<file path="src/rcl_pkg.sv">
/*
 * Package for the regulator configuration and lock register bank.
 * Assumes an 8-bit register port driven by the device's serial bus engine.
 */
package rcl_pkg;
   // ***************************************************************
   // Register map.
   // ***************************************************************
   localparam logic [7:0] BUCK_MODE_CONFIG_ADDR = 8'h81;
   localparam logic [7:0] LOCK_GROUP_MASK_ADDR  = 8'h83;
   localparam logic [7:0] LOCK_KEY_ADDR         = 8'h84;

   // Reset values; every register and lock flag starts cleared.
   localparam logic [7:0] BUCK_MODE_CONFIG_RST  = 8'h00;
   localparam logic [7:0] LOCK_GROUP_MASK_RST   = 8'h00;
   localparam logic [7:0] LOCK_STATE_RST        = 8'h00;

   // Key codes written to the lock key register.
   localparam logic [7:0] KEY_UNLOCK            = 8'h55;
   localparam logic [7:0] KEY_LOCK              = 8'haa;

   // ***************************************************************
   // Field positions of the buck mode register.
   // ***************************************************************
   localparam int BUCK_TWO_FORCED_DISCONTINUOUS_BIT       = 7;
   localparam int BUCK_ONE_FORCED_DISCONTINUOUS_BIT       = 6;
   localparam int BUCK_THREE_TRANSITION_VALLEY_CURRENT_BIT = 5;
   localparam int BUCK_TWO_TRANSITION_VALLEY_CURRENT_BIT  = 4;
   localparam int BUCK_ONE_TRANSITION_VALLEY_CURRENT_BIT  = 3;
   localparam int BUCK_THREE_NARROW_LOOP_BIT              = 2;
   localparam int BUCK_TWO_NARROW_LOOP_BIT                = 1;
   localparam int BUCK_ONE_NARROW_LOOP_BIT                = 0;

   // ***************************************************************
   // Function group bit positions, shared by mask and lock state.
   // ***************************************************************
   localparam int LDO_TWO_MASK_BIT     = 7;
   localparam int LDO_ONE_MASK_BIT     = 6;
   localparam int BUCKBOOST_MASK_BIT   = 5;
   localparam int BOOST_MASK_BIT       = 4;
   localparam int BUCK_THREE_MASK_BIT  = 3;
   localparam int BUCK_TWO_MASK_BIT    = 2;
   localparam int BUCK_ONE_MASK_BIT    = 1;
   localparam int CHARGER_MASK_BIT     = 0;

   // Register port request carried as one bundle.
   typedef struct packed {
      logic       wr;
      logic       rd;
      logic [7:0] addr;
      logic [7:0] wdata;
   } rcl_req_t;

   // Per-buck control bits steering the converters.
   typedef struct packed {
      logic [1:0] forced_discontinuous;  // [1]=buck two, [0]=buck one.
      logic [2:0] valley_current_high;   // [2]=three .. [0]=one, 1 = 1000mA.
      logic [2:0] narrow_loop;           // [2]=three .. [0]=one, 1 = low bandwidth.
   } rcl_buck_ctrl_t;
endpackage

</file>
<file path="src/rcl_lock_state.sv">
/*
 * Lock state holder for the eight function groups.
 * Assumes the key write strobe is a one-cycle pulse from the register bank.
 */
`timescale 1ns/10ps
module rcl_lock_state (
   input  wire logic       mclk_i,
   input  wire logic       reset_i,
   input  wire logic       key_wr_i,
   input  wire logic [7:0] key_i,
   input  wire logic [7:0] mask_i,
   output logic      [7:0] locked_o
);
   logic [7:0] locked_r;
   logic [7:0] locked_nxt;
   wire        is_unlock = key_wr_i && (key_i == rcl_pkg::KEY_UNLOCK);
   wire        is_lock   = key_wr_i && (key_i == rcl_pkg::KEY_LOCK);

   // ***************************************************************
   // Lock update.
   // ***************************************************************
   // Masked groups keep their state; unknown codes change nothing.
   assign locked_nxt = is_lock   ? (locked_r | ~mask_i) :
                       is_unlock ? (locked_r & mask_i)  :
                       locked_r;

   // Holds the lock flags.
   always_ff @(posedge mclk_i) begin
      if (reset_i) begin
         locked_r <= rcl_pkg::LOCK_STATE_RST;
      end else begin
         locked_r <= locked_nxt;
      end
   end

   assign locked_o = locked_r;

   // Masked groups never change on a key write.
   property p_masked_hold;
      @(posedge mclk_i) disable iff (reset_i)
         key_wr_i |=> ((locked_r & $past(mask_i)) == ($past(locked_r) & $past(mask_i)));
   endproperty
   a_masked_hold: assert property (p_masked_hold) else $error("Masked group changed lock state.");

   // Lock code sets every unmasked group.
   property p_lock_sets;
      @(posedge mclk_i) disable iff (reset_i)
         is_lock |=> ((locked_r | $past(mask_i)) == 8'hff);
   endproperty
   a_lock_sets: assert property (p_lock_sets) else $error("Lock code missed a group.");

   // Unlock code clears every unmasked group.
   property p_unlock_clears;
      @(posedge mclk_i) disable iff (reset_i)
         is_unlock |=> ((locked_r & ~$past(mask_i)) == 8'h00);
   endproperty
   a_unlock_clears: assert property (p_unlock_clears) else $error("Unlock code missed a group.");

   // Any other code leaves the state alone.
   property p_other_code;
      @(posedge mclk_i) disable iff (reset_i)
         (key_wr_i && !is_lock && !is_unlock) |=> $stable(locked_r);
   endproperty
   a_other_code: assert property (p_other_code) else $error("Unknown key code changed lock state.");
endmodule

</file>
<file path="src/rcl_regs.sv">
/*
 * Buck mode and lock mask register bank with lock key handling.
 * Assumes the serial bus engine presents single-cycle read and write strobes
 * with an 8-bit register address, synchronous to mclk_i.
 */
`timescale 1ns/10ps
// Summary of operation
// - Bits 7 and 6 force discontinuous conduction on buck two and buck one.
// - Bits 5..3 pick 500mA or 1000mA transition valley current, bucks three..one.
// - Bits 2..0 pick high or low loop bandwidth, bucks three..one.
// - Mask bits 7..0: LDO two, LDO one, buck-boost, boost, bucks three..one, charger.
// - A set mask bit keeps its group out of locking and unlocking.
// - Key 0x55 unlocks, 0xaa locks unmasked groups; other codes do nothing.
// - Reading the key register returns per-group lock state, 1 meaning locked.
module rcl_regs (
   input  wire logic                    mclk_i,
   input  wire logic                    reset_i,
   input  wire rcl_pkg::rcl_req_t       req_i,
   output logic                    [7:0] rdata_o,
   output logic                         rvalid_o,
   output rcl_pkg::rcl_buck_ctrl_t      buck_ctrl_o,
   output logic                    [7:0] locked_o
);
   logic [7:0] buck_cfg_r;
   logic [7:0] buck_cfg_nxt;
   logic [7:0] mask_r;
   logic [7:0] rdata_r;
   logic [7:0] rdata_nxt;
   logic       rvalid_r;
   logic [7:0] locked;

   // ***************************************************************
   // Address decode.
   // ***************************************************************
   wire sel_buck = (req_i.addr == rcl_pkg::BUCK_MODE_CONFIG_ADDR);
   wire sel_mask = (req_i.addr == rcl_pkg::LOCK_GROUP_MASK_ADDR);
   wire sel_key  = (req_i.addr == rcl_pkg::LOCK_KEY_ADDR);
   wire key_wr   = req_i.wr && sel_key;

   // Each buck field is guarded by its own buck's lock flag, so a locked
   // buck keeps its bits while its neighbours in the same byte still change.
   wire b1_lk = locked[rcl_pkg::BUCK_ONE_MASK_BIT];
   wire b2_lk = locked[rcl_pkg::BUCK_TWO_MASK_BIT];
   wire b3_lk = locked[rcl_pkg::BUCK_THREE_MASK_BIT];
   wire [7:0] buck_wr_en = {~b2_lk, ~b1_lk, ~b3_lk, ~b2_lk, ~b1_lk, ~b3_lk, ~b2_lk, ~b1_lk};

   assign buck_cfg_nxt = (req_i.wr && sel_buck) ?
                         ((req_i.wdata & buck_wr_en) | (buck_cfg_r & ~buck_wr_en)) : buck_cfg_r;

   // Read mux; unmapped addresses read as zero.
   assign rdata_nxt = sel_buck ? buck_cfg_r :
                      sel_mask ? mask_r :
                      sel_key  ? locked :
                      8'h00;

   // ***************************************************************
   // Registers.
   // ***************************************************************
   // Mask itself is not part of any group, so it is always writable.
   always_ff @(posedge mclk_i) begin
      if (reset_i) begin
         buck_cfg_r <= rcl_pkg::BUCK_MODE_CONFIG_RST;
         mask_r     <= rcl_pkg::LOCK_GROUP_MASK_RST;
      end else begin
         buck_cfg_r <= buck_cfg_nxt;
         if (req_i.wr && sel_mask) begin
            mask_r <= req_i.wdata;
         end
      end
   end

   // Read data is registered one cycle after the read strobe.
   always_ff @(posedge mclk_i) begin
      if (reset_i) begin
         rdata_r  <= 8'h00;
         rvalid_r <= 1'b0;
      end else begin
         rvalid_r <= req_i.rd;
         if (req_i.rd) begin
            rdata_r <= rdata_nxt;
         end
      end
   end

   rcl_lock_state u_lock (
      .mclk_i   (mclk_i),
      .reset_i  (reset_i),
      .key_wr_i (key_wr),
      .key_i    (req_i.wdata),
      .mask_i   (mask_r),
      .locked_o (locked)
   );

   // ***************************************************************
   // Outputs to the converters.
   // ***************************************************************
   // Forced discontinuous mode is only safe at light load; hardware cannot
   // check the load, so software owns that decision.
   assign buck_ctrl_o.forced_discontinuous = {buck_cfg_r[rcl_pkg::BUCK_TWO_FORCED_DISCONTINUOUS_BIT],
                                              buck_cfg_r[rcl_pkg::BUCK_ONE_FORCED_DISCONTINUOUS_BIT]};
   assign buck_ctrl_o.valley_current_high  = {buck_cfg_r[rcl_pkg::BUCK_THREE_TRANSITION_VALLEY_CURRENT_BIT],
                                              buck_cfg_r[rcl_pkg::BUCK_TWO_TRANSITION_VALLEY_CURRENT_BIT],
                                              buck_cfg_r[rcl_pkg::BUCK_ONE_TRANSITION_VALLEY_CURRENT_BIT]};
   assign buck_ctrl_o.narrow_loop          = {buck_cfg_r[rcl_pkg::BUCK_THREE_NARROW_LOOP_BIT],
                                              buck_cfg_r[rcl_pkg::BUCK_TWO_NARROW_LOOP_BIT],
                                              buck_cfg_r[rcl_pkg::BUCK_ONE_NARROW_LOOP_BIT]};
   assign rdata_o  = rdata_r;
   assign rvalid_o = rvalid_r;
   assign locked_o = locked;

   // ***************************************************************
   // Checks.
   // ***************************************************************
   property p_dcm_map;
      @(posedge mclk_i) disable iff (reset_i)
         (req_i.wr && sel_buck && !b1_lk && !b2_lk) |=>
            (buck_ctrl_o.forced_discontinuous == $past(req_i.wdata[7:6]));
   endproperty
   a_dcm_map: assert property (p_dcm_map) else $error("Forced DCM bits not mapped.");

   property p_valley_map;
      @(posedge mclk_i) disable iff (reset_i)
         (req_i.wr && sel_buck && !b1_lk && !b2_lk && !b3_lk) |=>
            (buck_ctrl_o.valley_current_high == $past(req_i.wdata[5:3]));
   endproperty
   a_valley_map: assert property (p_valley_map) else $error("Valley current bits not mapped.");

   property p_loop_map;
      @(posedge mclk_i) disable iff (reset_i)
         (req_i.wr && sel_buck && !b1_lk && !b2_lk && !b3_lk) |=>
            (buck_ctrl_o.narrow_loop == $past(req_i.wdata[2:0]));
   endproperty
   a_loop_map: assert property (p_loop_map) else $error("Loop bandwidth bits not mapped.");

   property p_mask_write;
      @(posedge mclk_i) disable iff (reset_i)
         (req_i.wr && sel_mask) |=> (mask_r == $past(req_i.wdata));
   endproperty
   a_mask_write: assert property (p_mask_write) else $error("Mask write lost.");

   property p_key_read;
      @(posedge mclk_i) disable iff (reset_i)
         (req_i.rd && sel_key) |=> (rvalid_o && rdata_o == $past(locked));
   endproperty
   a_key_read: assert property (p_key_read) else $error("Key read not lock state.");

   property p_locked_hold;
      @(posedge mclk_i) disable iff (reset_i)
         (b1_lk && b2_lk && b3_lk) |=> $stable(buck_cfg_r);
   endproperty
   a_locked_hold: assert property (p_locked_hold) else $error("Locked buck config changed.");

   // ***************************************************************
   // Per-converter lock checks.
   // ***************************************************************
   // A locked buck one keeps its three bits even when its neighbours take the write.
   property p_buck_one_keep;
      @(posedge mclk_i) disable iff (reset_i)
         (req_i.wr && sel_buck && b1_lk) |=>
            ($stable(buck_ctrl_o.forced_discontinuous[0]) && $stable(buck_ctrl_o.valley_current_high[0]) &&
             $stable(buck_ctrl_o.narrow_loop[0]));
   endproperty
   a_buck_one_keep: assert property (p_buck_one_keep) else $error("Locked buck one bits changed.");

   // A locked buck two keeps its three bits even when its neighbours take the write.
   property p_buck_two_keep;
      @(posedge mclk_i) disable iff (reset_i)
         (req_i.wr && sel_buck && b2_lk) |=>
            ($stable(buck_ctrl_o.forced_discontinuous[1]) && $stable(buck_ctrl_o.valley_current_high[1]) &&
             $stable(buck_ctrl_o.narrow_loop[1]));
   endproperty
   a_buck_two_keep: assert property (p_buck_two_keep) else $error("Locked buck two bits changed.");

   // Buck three has no forced discontinuous bit, so only two bits are guarded.
   property p_buck_three_keep;
      @(posedge mclk_i) disable iff (reset_i)
         (req_i.wr && sel_buck && b3_lk) |=>
            ($stable(buck_ctrl_o.valley_current_high[2]) && $stable(buck_ctrl_o.narrow_loop[2]));
   endproperty
   a_buck_three_keep: assert property (p_buck_three_keep) else $error("Locked buck three bits changed.");

   // An unlocked buck one takes its bits from the write, whatever its neighbours' locks.
   property p_buck_one_take;
      @(posedge mclk_i) disable iff (reset_i)
         (req_i.wr && sel_buck && !b1_lk) |=>
            ((buck_ctrl_o.forced_discontinuous[0] ==
              $past(req_i.wdata[rcl_pkg::BUCK_ONE_FORCED_DISCONTINUOUS_BIT])) &&
             (buck_ctrl_o.valley_current_high[0] ==
              $past(req_i.wdata[rcl_pkg::BUCK_ONE_TRANSITION_VALLEY_CURRENT_BIT])) &&
             (buck_ctrl_o.narrow_loop[0] ==
              $past(req_i.wdata[rcl_pkg::BUCK_ONE_NARROW_LOOP_BIT])));
   endproperty
   a_buck_one_take: assert property (p_buck_one_take) else $error("Unlocked buck one bits not written.");

   // An unlocked buck two takes its bits from the write, whatever its neighbours' locks.
   property p_buck_two_take;
      @(posedge mclk_i) disable iff (reset_i)
         (req_i.wr && sel_buck && !b2_lk) |=>
            ((buck_ctrl_o.forced_discontinuous[1] ==
              $past(req_i.wdata[rcl_pkg::BUCK_TWO_FORCED_DISCONTINUOUS_BIT])) &&
             (buck_ctrl_o.valley_current_high[1] ==
              $past(req_i.wdata[rcl_pkg::BUCK_TWO_TRANSITION_VALLEY_CURRENT_BIT])) &&
             (buck_ctrl_o.narrow_loop[1] ==
              $past(req_i.wdata[rcl_pkg::BUCK_TWO_NARROW_LOOP_BIT])));
   endproperty
   a_buck_two_take: assert property (p_buck_two_take) else $error("Unlocked buck two bits not written.");

   // An unlocked buck three takes its two bits from the write.
   property p_buck_three_take;
      @(posedge mclk_i) disable iff (reset_i)
         (req_i.wr && sel_buck && !b3_lk) |=>
            ((buck_ctrl_o.valley_current_high[2] ==
              $past(req_i.wdata[rcl_pkg::BUCK_THREE_TRANSITION_VALLEY_CURRENT_BIT])) &&
             (buck_ctrl_o.narrow_loop[2] ==
              $past(req_i.wdata[rcl_pkg::BUCK_THREE_NARROW_LOOP_BIT])));
   endproperty
   a_buck_three_take: assert property (p_buck_three_take) else $error("Unlocked buck three bits not written.");

   // ***************************************************************
   // Read port checks.
   // ***************************************************************
   // Every read strobe is answered by a valid pulse on the next cycle.
   property p_read_answer;
      @(posedge mclk_i) disable iff (reset_i)
         req_i.rd |=> rvalid_o;
   endproperty
   a_read_answer: assert property (p_read_answer) else $error("Read strobe not answered.");

   // Without a strobe the valid flag stays low and the read data holds, so a slow host can still pick it up.
   property p_read_idle;
      @(posedge mclk_i) disable iff (reset_i)
         !req_i.rd |=> (!rvalid_o && $stable(rdata_o));
   endproperty
   a_read_idle: assert property (p_read_idle) else $error("Read port moved without a strobe.");

   // Reading the buck register returns what is stored, locked or not.
   property p_cfg_read;
      @(posedge mclk_i) disable iff (reset_i)
         (req_i.rd && sel_buck) |=> (rdata_o == $past(buck_cfg_r));
   endproperty
   a_cfg_read: assert property (p_cfg_read) else $error("Buck register read wrong.");

   // Reading the mask register returns the stored mask.
   property p_mask_read;
      @(posedge mclk_i) disable iff (reset_i)
         (req_i.rd && sel_mask) |=> (rdata_o == $past(mask_r));
   endproperty
   a_mask_read: assert property (p_mask_read) else $error("Mask register read wrong.");

   // The mask moves only on a write to its own address; a stray change would silently unguard a group.
   property p_mask_keep;
      @(posedge mclk_i) disable iff (reset_i)
         !(req_i.wr && sel_mask) |=> $stable(mask_r);
   endproperty
   a_mask_keep: assert property (p_mask_keep) else $error("Mask changed without a write.");
endmodule

</file>
<file path="config.mk">
export PLATFORM = sky130hd
export DESIGN_NAME = rcl_regs
export DESIGN_NICKNAME = d
export VERILOG_FILES = /design/src/rcl_pkg.sv /design/src/rcl_lock_state.sv /design/src/rcl_regs.sv
export SDC_FILE = /design/constraint.sdc
export NUM_CORES = 1
export LEC_CHECK = 0
export ABC_AREA = 1
export BUFFER_PORTS_ARGS = -buffer_cell sky130_fd_sc_hd__buf_2
export CELL_PAD_IN_SITES_DETAIL_PLACEMENT = 1
export CELL_PAD_IN_SITES_GLOBAL_PLACEMENT = 2
export CORE_UTILIZATION = 25
export DETAILED_ROUTE_END_ITERATION = 12
export GPL_TIMING_DRIVEN = 0
export PLACE_DENSITY = 0.82
export SETUP_SLACK_MARGIN = 0.02
export SYNTH_ARGS = -nofsm -noshare
export SYNTH_HDL_FRONTEND = slang
export SYNTH_SLANG_ARGS = --single-unit
</file>
<file path="constraint.sdc">
create_clock -name mclk_i -period 1.3 [get_ports mclk_i]
set_clock_uncertainty 0.05 [all_clocks]
set_input_delay 0.26 -clock mclk_i [delete_from_list [all_inputs] [get_ports mclk_i]]
set_output_delay 0.26 -clock mclk_i [all_outputs]
set_load 0.005 [all_outputs]
</file>
# ---- Word level (Yosys, flattened, before mapping)
# Cells that the tools add are included.
dict set report op_classes {
  bitwise 10
  reduce_logical 6
  muxes 5
  n_eq_ne 5
}
# op n
set op_table {}
lappend op_table {{2-to-1 mux 8 bit} 5}
lappend op_table {{== test 8 bit, second input constant} 4}
lappend op_table {{AND 8 bit} 3}
lappend op_table {{inverter 8 bit} 2}
lappend op_table {{bitwise OR 8 bit} 2}
lappend op_table {{== test 8 x 7 -> 1 bit, second input constant} 1}
lappend op_table {{logical AND 1 bit} 5}
lappend op_table {{inverter 1 bit} 3}
lappend op_table {{nonzero test 2 bit} 1}
dict set report word_totals {
  wordCells 31
  output_inout_bits 25
  ff_bits 33
}

# ---- Depth between registers and ports, before layout
dict set report depth {
  ltp_word 5
  mapped_depth 9
  mapped_depth_nobuf 9
}

# ---- Hierarchy
# From an unflattened synthesis, not the netlist that was laid out.
dict set report hier_totals {
  cells_unflattened 275
  area_unflattened_um2 1921.8
}
# mod seq_area_each_um2 area_each_um2 n_inst cells_per_inst
set by_module_without_submodules {}
lappend by_module_without_submodules {rcl_regs 500.5 1470.2 1 209}
lappend by_module_without_submodules {rcl_lock_state 160.2 451.7 1 66}

# ---- Least setup slack after synthesis
# No wires, ideal clock.
dict set report synth_timing {
  path_type {input to register}
  start {input req_i[12] (netlist bit)}
  end {register (tool-made name)}
  path_buffers 1
  path_slack_ps 39
  path_stages 9
  arrival_time_ps 1079
  cell_sequence {inv_1 nand2_1 nor2_8 nand2_4 nor2_4 buf_6 nand3_1 nand2_1 a21oi_1}
}
# item line_no
set synth_lines {}
lappend synth_lines {{start: declaration} rcl_regs.sv:18} ;# input wire rcl_pkg::rcl_req_t req_i,

==> summary.txt <==
Yosys
  – Cell area after synthesis: between 1500 and 2000 sq um
  – Synth Register Bits: 33
  – Register area share after synthesis: 38.4%
  – Post-Synth Simple-Gate Area: roughly 39%
  – Synth Area in Adders: 0%
  – Synthesis Warnings: 0
  – Synth Area per Inst: just under 7 sq um
  – Synth Area in Compound Gates: roughly an eighth
  – Cells after Synth: 250
  – Main combinational cell family by area after synthesis: simple AND/OR/NAND/NOR gates
  – Post-synthesis xor/xnor area fraction: 0%
  – Mux contribution to synthesized area: 0%
  – Post-Syn Nets: 270
  – Yosys cell types: 21

Global route
  – First-pass GRT wire length: a little under 9000 um
  – Gr ovfl total: 0
  – Largest net degree at the start of global routing: 13
  – GRT Overall Usage: roughly 16%
  – Vias in the first global route: about 1.8k
  – Initial antenna violation count: 0

Detailed routing
  – Routed len/inst: about 14 um
  – Routed wire length: about 5400 um
  – Drt pass-1 iters: 8
  – Residual DRC: 3
  – ANT nets after route: 0
  – Via/cell ratio: approximately 4.6
  – Vias: ~1.8k
  – Number of DRC markers in iteration 0: 42

Timing
  – Tmin final: 1240 ps
  – Peak Freq: a little over 0.8 GHz
  – Worst-Margin Slew: 437 ps
  – Final setup vio count: 0
  – Relative slew slack: 70.9%
  – Final Hold Viols: 0
  – Final worst path period share: between 90% and 100%
  – Max Slew Vio Count: 0
  – Final WS setup: 56.9 ps
  – RSZ-0062 raised after global routing: yes

Cells and area
  – Sequential Area: between 600 and 700 sq um
  – Multi-input gate area: between 800 and 900 sq um
  – Nets: 330
  – Filler cell count: between 800 and 900
  – Layout cells sized above 1: between 20% and 30%
  – P&R area growth vs syn: 31.4%
  – Diode count: 0

Setup path
  – Critical-path top delay cell: nor2_4
  – CP Launch Type: input port
  – Crit path capture type: register
  – Slowest Stage Delay on Critical Path: 240 ps
  – Worst-path maximum fanout: 7
  – Setup CP Type: in2reg
  – Worst path most repeated cell: nand2_4
  – Worst EP arrival: 1360 ps
  – Worst reg2reg path depth: 4
  – Required time of the critical path: 1420 ps
  – Critical path cell sequence: buf_2 > inv_2 > nand2_4 > nor2_8 > nand2_4 > nor2_4 > buf_6 > nand3_1 > nand2_1 > a21oi_1
  – R2R Setup Slk: approximately 250 ps
  – Critical path's top delay family: simple AND/OR/NAND/NOR gates
  – Bufs and invs on worst path: 3

CTS
  – H-tree depth: 2
  – Hold_buf cts: 0
  – Clock Sinks: 33
  – Worst-case clock buffer depth: 2
  – Root Driver: clkbuf_8
  – Clock-pin slew on the worst setup and hold paths: roughly 80 ps
  – CTS tree: yes
  – Clk Latency, worst-skew pair: approximately 300 ps
  – Total CTS buffers: 5

Power
  – Pwr/cell area: roughly 970 nW/um^2
  – Leak: 0.00107 uW
  – Pwr Total: 2190 uW
  – Max IR drop VDD: 0.391 mV

Floorplan
  – Die area: approximately 7000 sq um
  – Die H: 84.9 um
  – Chip width: approximately 85 um
  – Ports: 45
  – Initial Util: a little over a quarter
  – Cell Rows: 29
  – Core area: 6490 sq um

Min path
  – Hold_sp: req_i[6]
  – Worst Hold Depth: 3
  – Worst hold path type: in2reg

Status
  – Failing checks: DRC
  – Status: complete, but fails checks

Placed design
  – HPWL after DPL: roughly 4100 um
  – Routability congestion estimate: 0.762
  – Port bufs: 42
  – Setup WS pre-CTS: -328 ps

Run
  – Max_cap viols: 0
## timing repair
action | in CTS | in global routing
resized for setup | 2 | 11
cloned | 0 | 1
buffers inserted | 2 | 8
hold endpoints to repair | 0 | 0
pin swaps | 2 | 8
setup endpoints to repair | 5 | 15
## per-stage QoR
step                      cells  util, %  hold WS, ps  setup TNS [ps]  instance area [sq um]
after CTS                   379     33.2          226               0                   2160
after global placement      369     31.2          402           -5660                   2030
after floorplan             250        -          373               0                   1720
after global routing        388     34.8          243           -27.9                   2260
after detailed placement    369     31.2          405           -6290                   2030
final                       388     34.8          221               0                   2260
## layer usage
metal | up-vias | GRT usage [%] | part of all wire (%)
li1 | 924 | - | -
met1 | 833 | 20.8 | 48
met2 | 36 | 26.8 | 48
met3 | 4 | 3.31 | 3.1
met4 | 0 | 4.16 | 0.59
met5 | - | 0 | 0
## cell families (layout without fill, tap and decap cells)
logic type / Yosys count / count (layout)
DFF: 33 / 33
AOI/OAI and AO/OA: 40 / 40
buffers and inverters: 47 / 108
and+or+nand+nor: 130 / 130
## power by group
| part | total, uW | switching (uW) | internal, uW | leakage (uW) |
|---|---|---|---|---|
| Clock | 991 | 417 | 574 | 0.0000543 |
| Sequential | 1010 | 1.22 | 1010 | 0.000266 |
| Combinational | 181 | 118 | 63.6 | 0.000747 |
| Total | 2190 | 536 | 1650 | 0.00107 |
## tightest hold or removal path, cell delays in order
cell and delay [ps]:
buf_2 110, o21ai_0 80, nor2_1 80
## cells in the final DEF, fill, tap and decap left out
cell type and instances:
nor2_4 4, nand2_4 3, inv_1 29, clkinv_2 1, o21ai_1 2, a21oi_1 24, nand2_2 5, clkinv_4 1
buf_4 10, o21ai_0 14, clkbuf_2 1, inv_2 6, nand2_1 44, nand3b_2 2, clkinv_1 3, nor2_1 21
buf_6 3, clkbuf_8 5, clkbuf_1 3, nor2_8 1, buf_12 1, bufinv_16 1, buf_2 43, nand3_2 2
dfxtp_1 33, nand3_1 39, clkinvlp_4 1, nand3b_1 9
## final cells by class
| cell class | count | area share, % |
|---|---|---|
| multi-input combinational | 170 | 38.9 |
| sequential | 33 | 29.2 |
| timing repair buffer | 53 | 13.8 |
| inverter | 39 | 6.53 |
| tap | 77 | 4.26 |
| clock buffer | 5 | 3.05 |
| buffer | 8 | 2.10 |
| clock inverter | 3 | 2.05 |
## synthesized netlist by cell type
cell type | instances | share of area, %
a21oi_1 | 24 | 7.0
buf_2 | 1 | 0.29
buf_4 | 2 | 0.87
buf_6 | 1 | 0.65
clkbuf_1 | 4 | 0.87
clkinv_1 | 3 | 0.65
clkinv_2 | 1 | 0.29
dfxtp_1 | 33 | 38
inv_1 | 31 | 6.8
inv_2 | 4 | 0.87
nand2_1 | 46 | 10
nand2_2 | 4 | 1.5
nand2_4 | 2 | 1.3
nand3_1 | 40 | 12
nand3_2 | 1 | 0.58
nand3b_1 | 9 | 3.9
nand3b_2 | 2 | 1.3
nor2_1 | 21 | 4.6
nor2_4 | 4 | 2.6
nor2_8 | 1 | 1.2
o21ai_0 | 16 | 4.7
## worst max-delay path by stage
stage                          end  slack (ps)       from  cells after the start
after CTS                 register          40  req_i[12]                     10
final                     register          60  req_i[13]                     10
after global placement    register        -330   req_i[9]                      9
after global routing      register         -20  req_i[13]                     10
after detailed placement  register        -330   req_i[9]                      9
after floorplan           register          40  req_i[12]                      9
Power figures use the tool's default switching activity.
